<file path="config.mk">
export PLATFORM = sky130hd
export DESIGN_NAME = ssq_network_state_query_block
export DESIGN_NICKNAME = d
export VERILOG_FILES = /design/src/hdl/ssq_pkg.sv /design/src/hdl/ssq_network_state_query_block.sv
export SDC_FILE = /design/constraint.sdc
export NUM_CORES = 1
export LEC_CHECK = 0
export CAP_MARGIN = 20
export CORE_AREA = 2 2 130 132
export CTS_BUF_LIST = sky130_fd_sc_hd__clkbuf_4
export DETAILED_ROUTE_END_ITERATION = 16
export DIE_AREA = 0 0 132 134
export DONT_BUFFER_PORTS = 1
export PLACE_DENSITY_LB_ADDON = 0.05
export SLEW_MARGIN = 30
export SYNTH_ARGS = -nofsm -noshare
export SYNTH_HDL_FRONTEND = slang
export SYNTH_SLANG_ARGS = --single-unit
</file>
<file path="constraint.sdc">
create_clock -name clk_in -period 3.1 [get_ports clk_in]
set_clock_uncertainty 0.1 [all_clocks]
set_input_delay 0.465 -clock clk_in [delete_from_list [all_inputs] [get_ports clk_in]]
set_output_delay 0.465 -clock clk_in [all_outputs]
set_load 0.05 [all_outputs]
</file>
<file path="src/hdl/ssq_pkg.sv">
package ssq_pkg;

    // ==========================================================
    // Request limits and fault codes
    // ==========================================================
    localparam logic [15:0] SLOT_MAX         = 16'h000B;
    localparam logic [15:0] FAULT_NONE       = 16'h0000;
    localparam logic [15:0] FAULT_BAD_PARAM  = 16'h000B;
    localparam logic [15:0] FAULT_NO_SUPPORT = 16'h000C;
    localparam logic [15:0] WORD_ZERO        = 16'h0000;
    localparam int          NODE_WORDS       = 8;

    // ==========================================================
    // Request from the user program
    // ==========================================================
    typedef struct packed {
        logic        execute;
        logic [15:0] slot_index;
    } ssq_req_t;

    // ==========================================================
    // Answer from the master module in the addressed slot
    // ==========================================================
    typedef struct packed {
        logic        valid;
        logic        no_support;
        logic [15:0] ctrl_fault;
    } ssq_rsp_t;

    // ==========================================================
    // Status flags back to the user program
    // ==========================================================
    typedef struct packed {
        logic done;
        logic busy;
        logic aborted;
        logic error;
    } ssq_flags_t;

    // One-hot control states
    typedef enum logic [3:0] {
        ST_IDLE = 4'h1,
        ST_WAIT = 4'h2,
        ST_HOLD = 4'h4,
        ST_PULS = 4'h8
    } ssq_state_t;

endpackage : ssq_pkg

</file>
<file path="src/hdl/ssq_network_state_query_block.sv">
`timescale 1ns/10ps
// Behaviour
// [RULE1] Slot 0..11 sampled on trigger rise only
// [RULE2] Only a trigger rising edge starts query
// [RULE3] Busy rises in the edge-detect cycle
// [RULE4] Done rises on successful query completion
// [RULE5] Done drops when trigger falls
// [RULE6] Trigger already low: done for one cycle
// [RULE7] Busy drops when done/error/aborted rises
// [RULE8] Abort on interrupting command; pulse if low
// [RULE9] Aborted drops when trigger falls
// [RULE10] Error on invalid slot index
// [RULE11] Error drops when trigger falls
// [RULE12] Fault code 0B, 0C, or passthrough
// [RULE13] Fault code changes only on error/done rise
// [RULE14] Word 0: bit per station 0..15
// [RULE15] State words update only on done rise
// [RULE16] Bit set means failed or offline node
// [RULE17] Flags mutually exclusive, none while busy
module ssq_network_state_query_block (
    input  wire logic                  clk_in,
    input  wire logic                  srst_in,
    input  wire ssq_pkg::ssq_req_t     req_in,
    input  wire logic                  abort_cmd_in,
    input  wire ssq_pkg::ssq_rsp_t     rsp_in,
    input  wire logic [127:0]          node_fault_in,
    output logic                       query_start_out,
    output logic [15:0]                query_slot_out,
    output ssq_pkg::ssq_flags_t        flags_out,
    output logic [15:0]                fault_code_out,
    output logic [15:0]                node_state_out [ssq_pkg::NODE_WORDS]
);

    // ==========================================================
    // State
    // ==========================================================
    ssq_pkg::ssq_state_t state;
    ssq_pkg::ssq_state_t next_state;
    logic                exec_prev;
    logic                next_exec_prev;
    ssq_pkg::ssq_flags_t next_flags;
    logic [15:0]         next_fault_code;
    logic                next_query_start;
    logic [15:0]         next_query_slot;
    logic                rise;
    logic                fall;
    logic                slot_bad;
    logic                take_ok;
    logic                take_bad;
    logic                cut;
    logic                answer;
    logic                answer_ok;
    logic                answer_nosup;
    logic                finish;
    logic                load_nodes;

    // ==========================================================
    // Trigger history
    // ==========================================================
    // Previous level of the trigger, for both edges
    always_comb
    begin
        next_exec_prev = req_in.execute;
    end

    // Reset level equals the idle trigger, so no false edge
    always_ff @(posedge clk_in)
    begin
        if (srst_in)
        begin
            exec_prev <= 1'b0;
        end
        else
        begin
            exec_prev <= next_exec_prev;
        end
    end

    // Trigger edges against the previous cycle's level
    assign rise = req_in.execute & ~exec_prev; // [RULE2]
    assign fall = ~req_in.execute & exec_prev;

    // ==========================================================
    // Event decode
    // ==========================================================
    // One-hot state keeps each event a single gate deep
    always_comb
    begin
        slot_bad     = req_in.slot_index > ssq_pkg::SLOT_MAX; // [RULE1] [RULE10]
        take_ok      = 1'b0;
        take_bad     = 1'b0;
        cut          = 1'b0;
        answer       = 1'b0;
        answer_ok    = 1'b0;
        answer_nosup = 1'b0;
        if (state == ssq_pkg::ST_IDLE)
        begin
            // Rises in any other state are ignored
            take_ok  = rise & ~slot_bad; // [RULE2]
            take_bad = rise & slot_bad; // [RULE10]
        end
        if (state == ssq_pkg::ST_WAIT)
        begin
            // Abort outranks an answer landing in the same cycle
            cut          = abort_cmd_in; // [RULE8]
            answer       = ~abort_cmd_in & rsp_in.valid;
            answer_ok    = answer & ~rsp_in.no_support; // [RULE4]
            answer_nosup = answer & rsp_in.no_support; // [RULE12]
        end
        finish     = cut | answer;
        load_nodes = answer_ok; // [RULE15]
    end

    // ==========================================================
    // Control state and flags
    // ==========================================================
    // Flags stand in HOLD, or pulse once through PULS
    always_comb
    begin
        next_state = state;
        next_flags = flags_out;
        case (state)
            ssq_pkg::ST_IDLE:
            begin
                // A new edge clears any leftover flag from the last query
                if (take_ok)
                begin
                    next_flags      = '0;
                    next_flags.busy = 1'b1; // [RULE3]
                    next_state      = ssq_pkg::ST_WAIT;
                end
                else if (take_bad)
                begin
                    next_flags       = '0;
                    next_flags.error = 1'b1; // [RULE10]
                    next_state       = ssq_pkg::ST_HOLD;
                end
            end
            ssq_pkg::ST_WAIT:
            begin
                // Busy falls in the very edge a finishing flag rises
                if (finish)
                begin
                    next_flags         = '0; // [RULE7] [RULE17]
                    next_flags.aborted = cut; // [RULE8]
                    next_flags.error   = answer_nosup;
                    next_flags.done    = answer_ok; // [RULE4]
                    if (req_in.execute)
                    begin
                        next_state = ssq_pkg::ST_HOLD;
                    end
                    else
                    begin
                        next_state = ssq_pkg::ST_PULS; // [RULE6] [RULE8]
                    end
                end
            end
            ssq_pkg::ST_HOLD:
            begin
                // Flags stand until the trigger is released
                if (fall)
                begin
                    next_flags = '0; // [RULE5] [RULE9] [RULE11]
                    next_state = ssq_pkg::ST_IDLE;
                end
            end
            ssq_pkg::ST_PULS:
            begin
                // Trigger was already low: one-cycle flag
                next_flags = '0; // [RULE6] [RULE8]
                next_state = ssq_pkg::ST_IDLE;
            end
            default:
            begin
                next_flags = '0;
                next_state = ssq_pkg::ST_IDLE;
            end
        endcase
    end

    // State and flags registers
    always_ff @(posedge clk_in)
    begin
        if (srst_in)
        begin
            state     <= ssq_pkg::ST_IDLE;
            flags_out <= '0;
        end
        else
        begin
            state     <= next_state;
            flags_out <= next_flags;
        end
    end

    // ==========================================================
    // Fault code
    // ==========================================================
    // Moves only with an error or done rise; abort leaves it
    always_comb
    begin
        next_fault_code = fault_code_out;
        if (take_bad)
        begin
            next_fault_code = ssq_pkg::FAULT_BAD_PARAM; // [RULE12] [RULE13]
        end
        else if (answer_nosup)
        begin
            next_fault_code = ssq_pkg::FAULT_NO_SUPPORT; // [RULE12] [RULE13]
        end
        else if (answer_ok)
        begin
            next_fault_code = rsp_in.ctrl_fault; // [RULE12] [RULE13]
        end
    end

    // Fault code register
    always_ff @(posedge clk_in)
    begin
        if (srst_in)
        begin
            fault_code_out <= ssq_pkg::FAULT_NONE;
        end
        else
        begin
            fault_code_out <= next_fault_code;
        end
    end

    // ==========================================================
    // Request to the master module
    // ==========================================================
    // A bad slot never reaches the master, so no stray traffic
    always_comb
    begin
        next_query_start = take_ok;
        next_query_slot  = query_slot_out;
        if (take_ok)
        begin
            next_query_slot = req_in.slot_index; // [RULE1]
        end
    end

    // Start pulse and slot registers
    always_ff @(posedge clk_in)
    begin
        if (srst_in)
        begin
            query_start_out <= 1'b0;
            query_slot_out  <= ssq_pkg::WORD_ZERO;
        end
        else
        begin
            query_start_out <= next_query_start;
            query_slot_out  <= next_query_slot;
        end
    end

    // ==========================================================
    // Station state words, captured with done's rise
    // ==========================================================
    generate
        for (genvar w = 0; w < ssq_pkg::NODE_WORDS; w++)
        begin : g_word
            logic [15:0] next_word;

            // Bit n of word w is station 16*w+n; 1 means abnormal
            always_comb
            begin
                next_word = load_nodes ? node_fault_in[w*16 +: 16] // [RULE14] [RULE16]
                                       : node_state_out[w];       // [RULE15]
            end

            always_ff @(posedge clk_in)
            begin
                if (srst_in)
                begin
                    node_state_out[w] <= ssq_pkg::WORD_ZERO;
                end
                else
                begin
                    node_state_out[w] <= next_word;
                end
            end
        end
    endgenerate

endmodule : ssq_network_state_query_block

</file>
==> flow_summary.ini, run 1 <==
[status]
status = finished clean

[floorplan]
dieArea_um2 = 17700
core_area_um2 = 16300
start_util_pct = 36.4
die-height_um = 134
ios = 331
placementRows = 47
die_w_um = 132

[cts]
cts_tree = built
numCtsBuffers = 17
cts_sinks = 169
cts_resized = 0
clk_latency_ns = 0.52
path_clk_slew_ns = 0.13
cts_root_buf = clkbuf_4
clock_path_buffers = 2
htreeDepth = 4

[hold_path]
hold_start = rsp_in[0]
worst_hold_path.endpoint = fault_code_out[0]
min_path_cells = 2
holdCritPathClass = primary input to flop

[synthesis]
synthMuxAreaShare_pct = 0.676
synth_area_leaders = dfxtp_1, nand2_1, a21oi_1
synth_compound_area_share_pct = 13.7
synth_top_family_by_area = simple AND/OR/NAND/NOR gates
ys.warnings.count = 0
async_flop_share_pct = 0
synth-seq-cells = 169
synth_top_area_share_pct = 57.1
synth_cell_types = 31
synth_edf_count = 0
avgSynthCellArea_um2 = 8.31
synthXorXnorAreaFrac_pct = 0
synth_ff_type = dfxtp_1
synthCells = 713
synth_largest_area_cell = dfxtp_1
synth.net_count = 879
synthSimpleGateAreaFrac_pct = 23.9
ys_seq_area_share_pct = 57.1
synthAdderAreaFrac_pct = 0
synth_area_um2 = 5920

[global_route]
gr-usage-met1_pct = 20.2
grt_max_degree = 145
grt_use_met2_pct = 34.0
grt.total_usage_pct = 19.4
busiest_layer = met2
grt_pass1_wl_um = 27300
grt-ovfl-total = 0
grt.met3_usage_pct = 8.65
grt_pass1_vias = 5180
antenna_found_initial = 1

[setup_path]
crit_fanout = 62
rr_startpoint = state[3]
cp-end-kind = flop
criticalPathCategory = flop to flop
startpoint_type = flop
regToRegEndpoint = node_state_out[109]
r2r_slack_ns = 0.32
cp.arrival_ns = 3.17
ff2ff_path_depth = 8
crit_required_ns = 3.49

[drt]
drtAntennaViolNets = 0
wl_per_cell_um = 16.8
routed_wl_um = 17900
drcViolationCount = 0
drt_pre_antenna_iters = 6
dr_total_vias = 5225
drtIter0Drc = 241
via_per_inst = 4.92

[sta]
slew_headroom_pct = 52.1
finalCriticalPeriod_ns = 2.78
whs_ns = 0.0670
hold_violations = 0
rsz0062_at_grt = no
worst_pin_slew_ns = 0.719
fin_tns_setup_ns = 0
fmax_ghz = 0.359
finalCritPeriodShare_pct = 89.8
finalSetupViolations = 0
slew_viol_final = 0

[power_and_ir_drop]
peakVddDrop_uv = 212
total_power_mw = 4.17
power_density_nw_per_um2 = 540
power_frac_seq_pct = 57.2
swShare_pct = 27.2
p_sw_mw = 1.13
p_leak_nw = 2.61
pwr-share-clk_pct = 32.1
p_int_mw = 3.03
power.share.combinational_pct = 10.7

[placement]
gp_congestion = 0.758
place_hpwl_um = 11500
port_buffers = 0

[finish]
layout-drive-gt1-share_pct = 5.60
mostFrequentLayoutCell = nand2_1
nets = 994
finalCoreUtilization_pct = 47.4
fillers = 1612
layout_common_cells = nand2_1, dfxtp_1, a21oi_1
areaGrowthSynthToFinish_pct = 30.2

[job]
cap_viol_max_count = 0
[per-stage QoR]
step,area (um^2),worst slack [ns],cells
global route,7720,0.104,1061
floorplan,5920,1.26,713
finish,7720,0.317,1061
global placement,6000,0.812,889
detailed placement,6000,0.783,889
CTS,7710,0.319,1060
[cell usage after synthesis (all sizes together), types with 4 or more instances]
| cell | instances |
|---|---|
| a21oi | 145 |
| a22oi | 4 |
| and2 | 12 |
| buf | 29 |
| clkbuf | 22 |
| dfxtp | 169 |
| mux2i | 4 |
| nand2 | 260 |
| nand2b | 4 |
| nor2 | 25 |
| nor2b | 4 |
| nor3 | 4 |
| nor3b | 13 |
| nor4 | 4 |
[routing by layer]
layer / wire [um] / up-vias / share of wire, %
met1: 6500 / 2383 / 36
met4: 553 / 0 / 3.1
met5: 0 / - / 0
met2: 9050 / 259 / 51
li1: - / 2549 / -
met3: 1770 / 34 / 9.9
[sequential cells by signal (all words and copies together) (netlist names)]
signal and count:
query_start_out 1, flags_out 3, state 4, exec_prev 1
fault_code_out 16, node_state_out 128, query_slot_out 16
[layout make-up]
cell class              count  area, um^2  area share [%]
clock inverters            11         146            1.90
repair buffers            147        1470            19.1
flip-flops and latches    169        3380            43.8
inverters                   2        7.51          0.0973
multi-input cells         491        2280            29.5
diodes                      1        2.50          0.0324
well taps                 220         275            3.57
clock buffers              20         150            1.95
[worst max path at each step]
stage                     startpoint                  end  slack (ns)  depth (start not counted)
final                       state[3]  node_state_out[109]        0.32                          8
after detailed placement    state[3]   node_state_out[91]        0.78                          7
after CTS                   state[3]  node_state_out[109]        0.32                          8
after global placement      state[3]   node_state_out[29]        0.81                          7
after floorplan           req_in[15]   query_slot_out[10]        1.26                          6
after global routing        state[3]  node_state_out[109]        0.10                          8
[cells by family (layout without fill, tap and decap cells)]
logic type | Yosys count | count (layout)
flip-flops | 169 | 169
AO/OA/AOI/OAI | 156 | 156
buffers and inverters | 53 | 180
multiplexers | 4 | 4
AND/OR/NAND/NOR | 331 | 331
other | 0 | 1
[worst max-delay path: stages (launching register included)]
cell and delay [ns]:
dfxtp_1 0.38, nor4b_4 0.43, nand3b_2 0.13, buf_4 0.25, nor2_4 0.11, buf_4 0.51, nand2_1 0.13, a21oi_1 0.13
dlygate4sd3_1 0.56
[what timing repair did]
item	in CTS	in global routing
hold buffers	140	0
setup endpoints to repair	0	0
buffers inserted	0	0
hold endpoints to repair	157	0
[power groups by stage]
stage / registers, mW / logic [mW] / clock network (mW)
floorplan: 2.42 / 0.251 / 0
finish: 2.38 / 0.446 / 1.34
global route: 2.39 / 0.490 / 1.49
detailed placement: 2.44 / 0.265 / 0
global placement: 2.43 / 0.263 / 0
CTS: 2.39 / 0.448 / 1.40
Power figures use the tool's default switching activity.
==> run 2: changes to the inputs <==
--- a/config.mk
+++ b/config.mk
@@ -5,11 +5,12 @@
 export SDC_FILE = /design/constraint.sdc
 export NUM_CORES = 1
 export LEC_CHECK = 0
+export ABC_AREA = 1
 export CAP_MARGIN = 20
-export CORE_AREA = 2 2 130 132
+export CORE_AREA = 2 2 127 129
 export CTS_BUF_LIST = sky130_fd_sc_hd__clkbuf_4
 export DETAILED_ROUTE_END_ITERATION = 16
-export DIE_AREA = 0 0 132 134
+export DIE_AREA = 0 0 129 131
 export DONT_BUFFER_PORTS = 1
 export PLACE_DENSITY_LB_ADDON = 0.05
 export SLEW_MARGIN = 30
==> run 2 against run 1 <==
Via count grew 4.1%. Die area shrank 4.5%. Highest routed layer unchanged. Wire length grew 0.38%. Area after synthesis up 1.5%. Largest cell class unchanged.
==> flow_summary.ini, run 2 <==
[finish]
areaGrowthSynthToFinish_pct = 30.4
multi_input_area_um2 = 2270
nets = 1051
ff_latch_area_um2 = 3380
fillers = 1470
largest_register_ffs = 128
largest_register = node_state_out
layout_common_cells = nor2_1, dfxtp_1, dlygate4sd3_1
diodes = 0
mostFrequentLayoutCell = nor2_1
largest_registers = node_state_out (128), fault_code_out (16), query_slot_out (16)
final_area_um2 = 7840
layout-drive-gt1-share_pct = 6.46

[sta]
finalSetupViolations = 0
fmax_ghz = 0.472
slew_headroom_pct = 37.6
fin_tns_setup_ns = 0
finalCritPeriodShare_pct = 68.4
hold_violations = 0
slew_viol_final = 0
rsz0062_at_grt = no
finalCriticalPeriod_ns = 2.12
worst_pin_slew_ns = 0.932

[synthesis]
synth_largest_area_cell = dfxtp_1
synth_cell_types = 26
ys_seq_area_share_pct = 56.3
synth-seq-cells = 169
synth_area_leaders = dfxtp_1, nor2_1, o21ai_0
synth_top_area_share_pct = 56.3
ys.warnings.count = 0
synthCells = 758
synth_edf_count = 0
synth_area_um2 = 6010
async_flop_share_pct = 0
avgSynthCellArea_um2 = 7.93
synth_ff_type = dfxtp_1
yosysMostFrequentCell = nor2_1
yosys-top-cells-count = nor2_1, dfxtp_1, o21ai_0
synth.net_count = 924

[setup_path]
cp_slowest_cell = dlygate4sd3_1
ff2ff_path_depth = 8
startpoint_type = flop
cp_top_family = buffers and inverters
startpoint = state[3]
path_depth = 8
crit_required_ns = 3.49
slowest_delay_ns = 0.56
cp-end-kind = flop
rr_startpoint = state[3]
cp.arrival_ns = 2.51
path_cells = nor2_4, nand3_2, inv_2, nand2_4, buf_12, o22ai_1, a21oi_1, dlygate4sd3_1
path_buf_inv = 3
r2r_slack_ns = 0.98
crit_fanout = 143
criticalPathCategory = flop to flop

[power_and_ir_drop]
power_density_nw_per_um2 = 485
peakVddDrop_uv = 256
p_leak_nw = 2.88

[cts]
path_clk_slew_ns = 0.14
cts_sinks = 169
cts_resized = 0
numCtsBuffers = 17
clock_path_buffers = 2
cts_root_buf = clkbuf_4
cts_hold_buf = 151
cts_tree = built
clk_latency_ns = 0.52
post_cts_buffers = 0
htreeDepth = 4

[floorplan]
die-height_um = 131
dieArea_um2 = 16900
core_area_um2 = 15600
start_util_pct = 38.6
ios = 331
die_w_um = 129
placementRows = 46

[hold_path]
holdCritPathClass = primary input to flop
hold_start = rsp_in[17]
min_path_cells = 3

[drt]
dr_total_vias = 5438
via_per_inst = 4.88
drcViolationCount = 0
drtIter0Drc = 207
routed_wl_um = 17900
drt_pre_antenna_iters = 4
drtAntennaViolNets = 0
wl_per_cell_um = 16.1

[global_route]
grt-ovfl-total = 0
antenna_found_initial = 0
grt_pass1_vias = 5115
grt_max_degree = 144
grt.total_usage_pct = 19.5
grt_pass1_wl_um = 25700

[placement]
gp_congestion = 0.821
port_buffers = 0
place_area_um2 = 6060
place_hpwl_um = 11600

[status]
status = finished clean

[job]
cap_viol_max_count = 0
[run 2: cell count changes in the layout (fill, tap and decap cells not counted), sizes merged, moves of 10 or more]
cell and delta:
a21oi -123, and2 -12, dlygate4sd3 +12, inv +17, nand2 -189, nand3 +10, nor2 +258, nor3b -13
o21ai +129
[run 2: cell families after synthesis]
| kind of cell | after synthesis | synth area share [%] |
|---|---|---|
| buffers and inverters | 66 | 6.05 |
| AOI/OAI and AO/OA | 153 | 13.4 |
| and+or+nand+nor | 370 | 24.3 |
| DFF | 169 | 56.3 |
[run 2: cell type report]
class	instances	share of cell area (%)
well taps	216	3.45
clock inverters	15	1.79
inverters	16	0.798
multi-input cells	523	28.9
flip-flops and latches	169	43.2
clock buffers	17	1.63
repair buffers	158	20.3
[run 2: worst register-to-register path, stage by stage, from the launching register on]
cell	delay, ns
dfxtp_1	0.39
nor2_4	0.06
nand3_2	0.11
inv_2	0.08
nand2_4	0.09
buf_12	0.42
o22ai_1	0.14
a21oi_1	0.14
dlygate4sd3_1	0.56
[run 2: routing by layer]
metal  up-vias  GRT usage [%]  wire, um
met5         -              0         0
met4         0           8.89       472
met3        35           8.14      1720
met2       234           34.2      8810
met1      2504           20.6      6920
li1       2665              -         -
[run 2: final timing paths]
check / end
worst max-delay path: fault_code_out[3]
worst max register to register: fault_code_out[3]
worst min register to register: state[2]
worst min-delay path: state[1]
[run 2: power by group]
part	switching (mW)	internal [mW]
clock network	0.803	0.412
logic	0.160	0.184
registers	0.0556	2.19
[run 2: through the flow]
stage | hold slack, ns | total power, mW | instances | util, % | setup WS (ns)
after floorplan | 0.429 | 2.44 | 758 | - | 1.56
after global placement | 0.440 | 2.47 | 931 | 38.9 | 1.09
after detailed placement | 0.442 | 2.47 | 931 | 38.9 | 1.07
after CTS | 0.00265 | 3.86 | 1114 | 50.3 | 0.949
after global routing | 0.0233 | 3.99 | 1114 | 50.3 | 0.778
final | 0.0767 | 3.81 | 1114 | 50.3 | 0.979
==> run 3: changes to the inputs <==
==> constraint.sdc (replaced) <==
create_clock -name clk_in -period 2.2 [get_ports clk_in]
set_clock_uncertainty 0.1 [all_clocks]
set_input_delay 0.33 -clock clk_in [delete_from_list [all_inputs] [get_ports clk_in]]
set_output_delay 0.33 -clock clk_in [all_outputs]
set_load 0.05 [all_outputs]
==> run 3 against run 2 <==
First-iteration DRC count down 17%. Register-to-register slack worse by 0.80 ns. Hold slack worse by 0.0065 ns. Flip-flop and latch count unchanged. Critical path type unchanged. Largest power group unchanged.
==> flow_summary.ini, run 3 (synthesized netlist as in run 2, its figures left out) <==
[finish]
stdcell_count = 1121
mostFrequentLayoutCell = nor2_1
largest_registers = node_state_out (128), fault_code_out (16), query_slot_out (16)
layout-drive-gt1-share_pct = 6.85
largest_register = node_state_out
areaGrowthSynthToFinish_pct = 33.3
finalCoreUtilization_pct = 51.4
layout_common_cells = nor2_1, dfxtp_1, dlygate4sd3_1
diodes = 0
nets = 1058
final_area_um2 = 8020
largest_register_ffs = 128

[setup_path]
slowest_delay_ns = 0.55
startpoint_type = flop
regToRegEndpoint = flags_out[0]
crit_required_ns = 2.58
cp-end-kind = flop
cp_slowest_cell = dlygate4sd3_1
crit_fanout = 4
rr_startpoint = state[3]
criticalPathCategory = flop to flop
startpoint = state[3]
cp.arrival_ns = 2.41
path_cells = nor2_4, nand3_2, nor2_1, nand2_1, nand3_1, nand2_1, dlygate4sd3_1, a21oi_1
cp_common_cell = nand2_1
crit_end = flags_out[0]
r2r_slack_ns = 0.18
ff2ff_path_depth = 8

[placement]
place_area_um2 = 6110
place_hpwl_um = 11600
dpl.cell_count = 934
gp_congestion = 0.772
dp_slack_ns = 0.449
port_buffers = 0

[sta]
rsz0062_at_grt = no
whs_ns = 0.0701
finalCritPeriodShare_pct = 92.0
slew_headroom_pct = 61.0
fmax_ghz = 0.494
slew_viol_final = 0
finalCriticalPeriod_ns = 2.02
fin_tns_setup_ns = 0
hold_violations = 0
worst_pin_slew_ns = 0.584
finalSetupViolations = 0
finalWorstSetupSlack_ns = 0.175

[floorplan]
start_util_pct = 38.6
dieArea_um2 = 16900
core_area_um2 = 15600
die-height_um = 131
placementRows = 46
ios = 331
die_w_um = 129

[status]
status = finished clean

[global_route]
grt_pass1_wl_um = 25600
grt_pass1_vias = 5139
grt_max_degree = 108
grt.total_usage_pct = 19.4
antenna_found_initial = 0
grt-ovfl-total = 0

[job]
cap_viol_max_count = 0

[hold_path]
holdCritPathClass = primary input to flop
min_path_cells = 4

[drt]
wl_per_cell_um = 15.5
dr_total_vias = 5401
routed_wl_um = 17400
via_per_inst = 4.82
drt_pre_antenna_iters = 4
drtAntennaViolNets = 0
drtIter0Drc = 172
drcViolationCount = 0

[cts]
htreeDepth = 4
path_clk_slew_ns = 0.14
cts_tree = built
cts_resized = 0
cts_root_buf = clkbuf_4
clock_path_buffers = 2
cts_sinks = 169
post_cts_buffers = 0
numCtsBuffers = 17
clk_latency_ns = 0.53

[power_and_ir_drop]
total_power_mw = 5.84
peakVddDrop_uv = 309
p_leak_nw = 2.97
power_density_nw_per_um2 = 729
[run 3: cell count changes in the layout (fill, tap and decap cells not counted)]
cell           previous run  this run
bufinv_16                 1         5
clkinvlp_4                4         0
inv_6                     3         7
dlygate4sd3_1           151       154
buf_12                    2         4
clkinv_2                  2         0
inv_8                     2         0
buf_2                     0         1
buf_4                     5         6
[run 3: timing repair]
| action | 4_1_cts | 5_1_grt |
|---|---|---|
| endpoints found under the setup margin | 0 | 0 |
| hold buffers | 155 | 0 |
| hold endpoints to repair | 169 | 0 |
[run 3: worst min-delay path by stage]
| stage | startpoint | slack, ns | endpoint |
|---|---|---|---|
| CTS | rsp_in[17] | 0.008 | fault_code_out[2] |
| finish | abort_cmd_in | 0.07 | state[2] |
| global route | srst_in | 0.07 | query_slot_out[9] |
| global placement | srst_in | 0.31 | query_slot_out[2] |
| floorplan | req_in[16] | 0.31 | state[3] |
| detailed placement | srst_in | 0.31 | flags_out[3] |
[run 3: final cells by class]
type                       instances  area (um^2)
clock inverter                    15          233
multi-input combinational        523         2270
clock buffer                      17          128
timing repair buffer             165         1670
fill                            1479         7580
inverter                          16         62.6
sequential                       169         3380
tap                              216          270
[run 3: critical path: cells and delay by family, from the launching register on]
family | cells | cell delay [ns]
AOI/OAI and AO/OA | 1 | 0.12
buffers and inverters | 1 | 0.55
DFF | 1 | 0.36
and+or+nand+nor | 6 | 0.84
[run 3: where the power goes]
part	switching [mW]	internal, mW
sequential	0.0772	3.09
clock	1.14	1.04
combinational	0.225	0.273
[run 3: per-layer routing]
layer,vias to the layer above,GRT usage (%),wire length (um)
met5,-,0,0
met4,0,7.74,305
met3,23,8.39,1740
met2,229,35.0,8880
met1,2472,20.0,6500
li1,2677,-,-
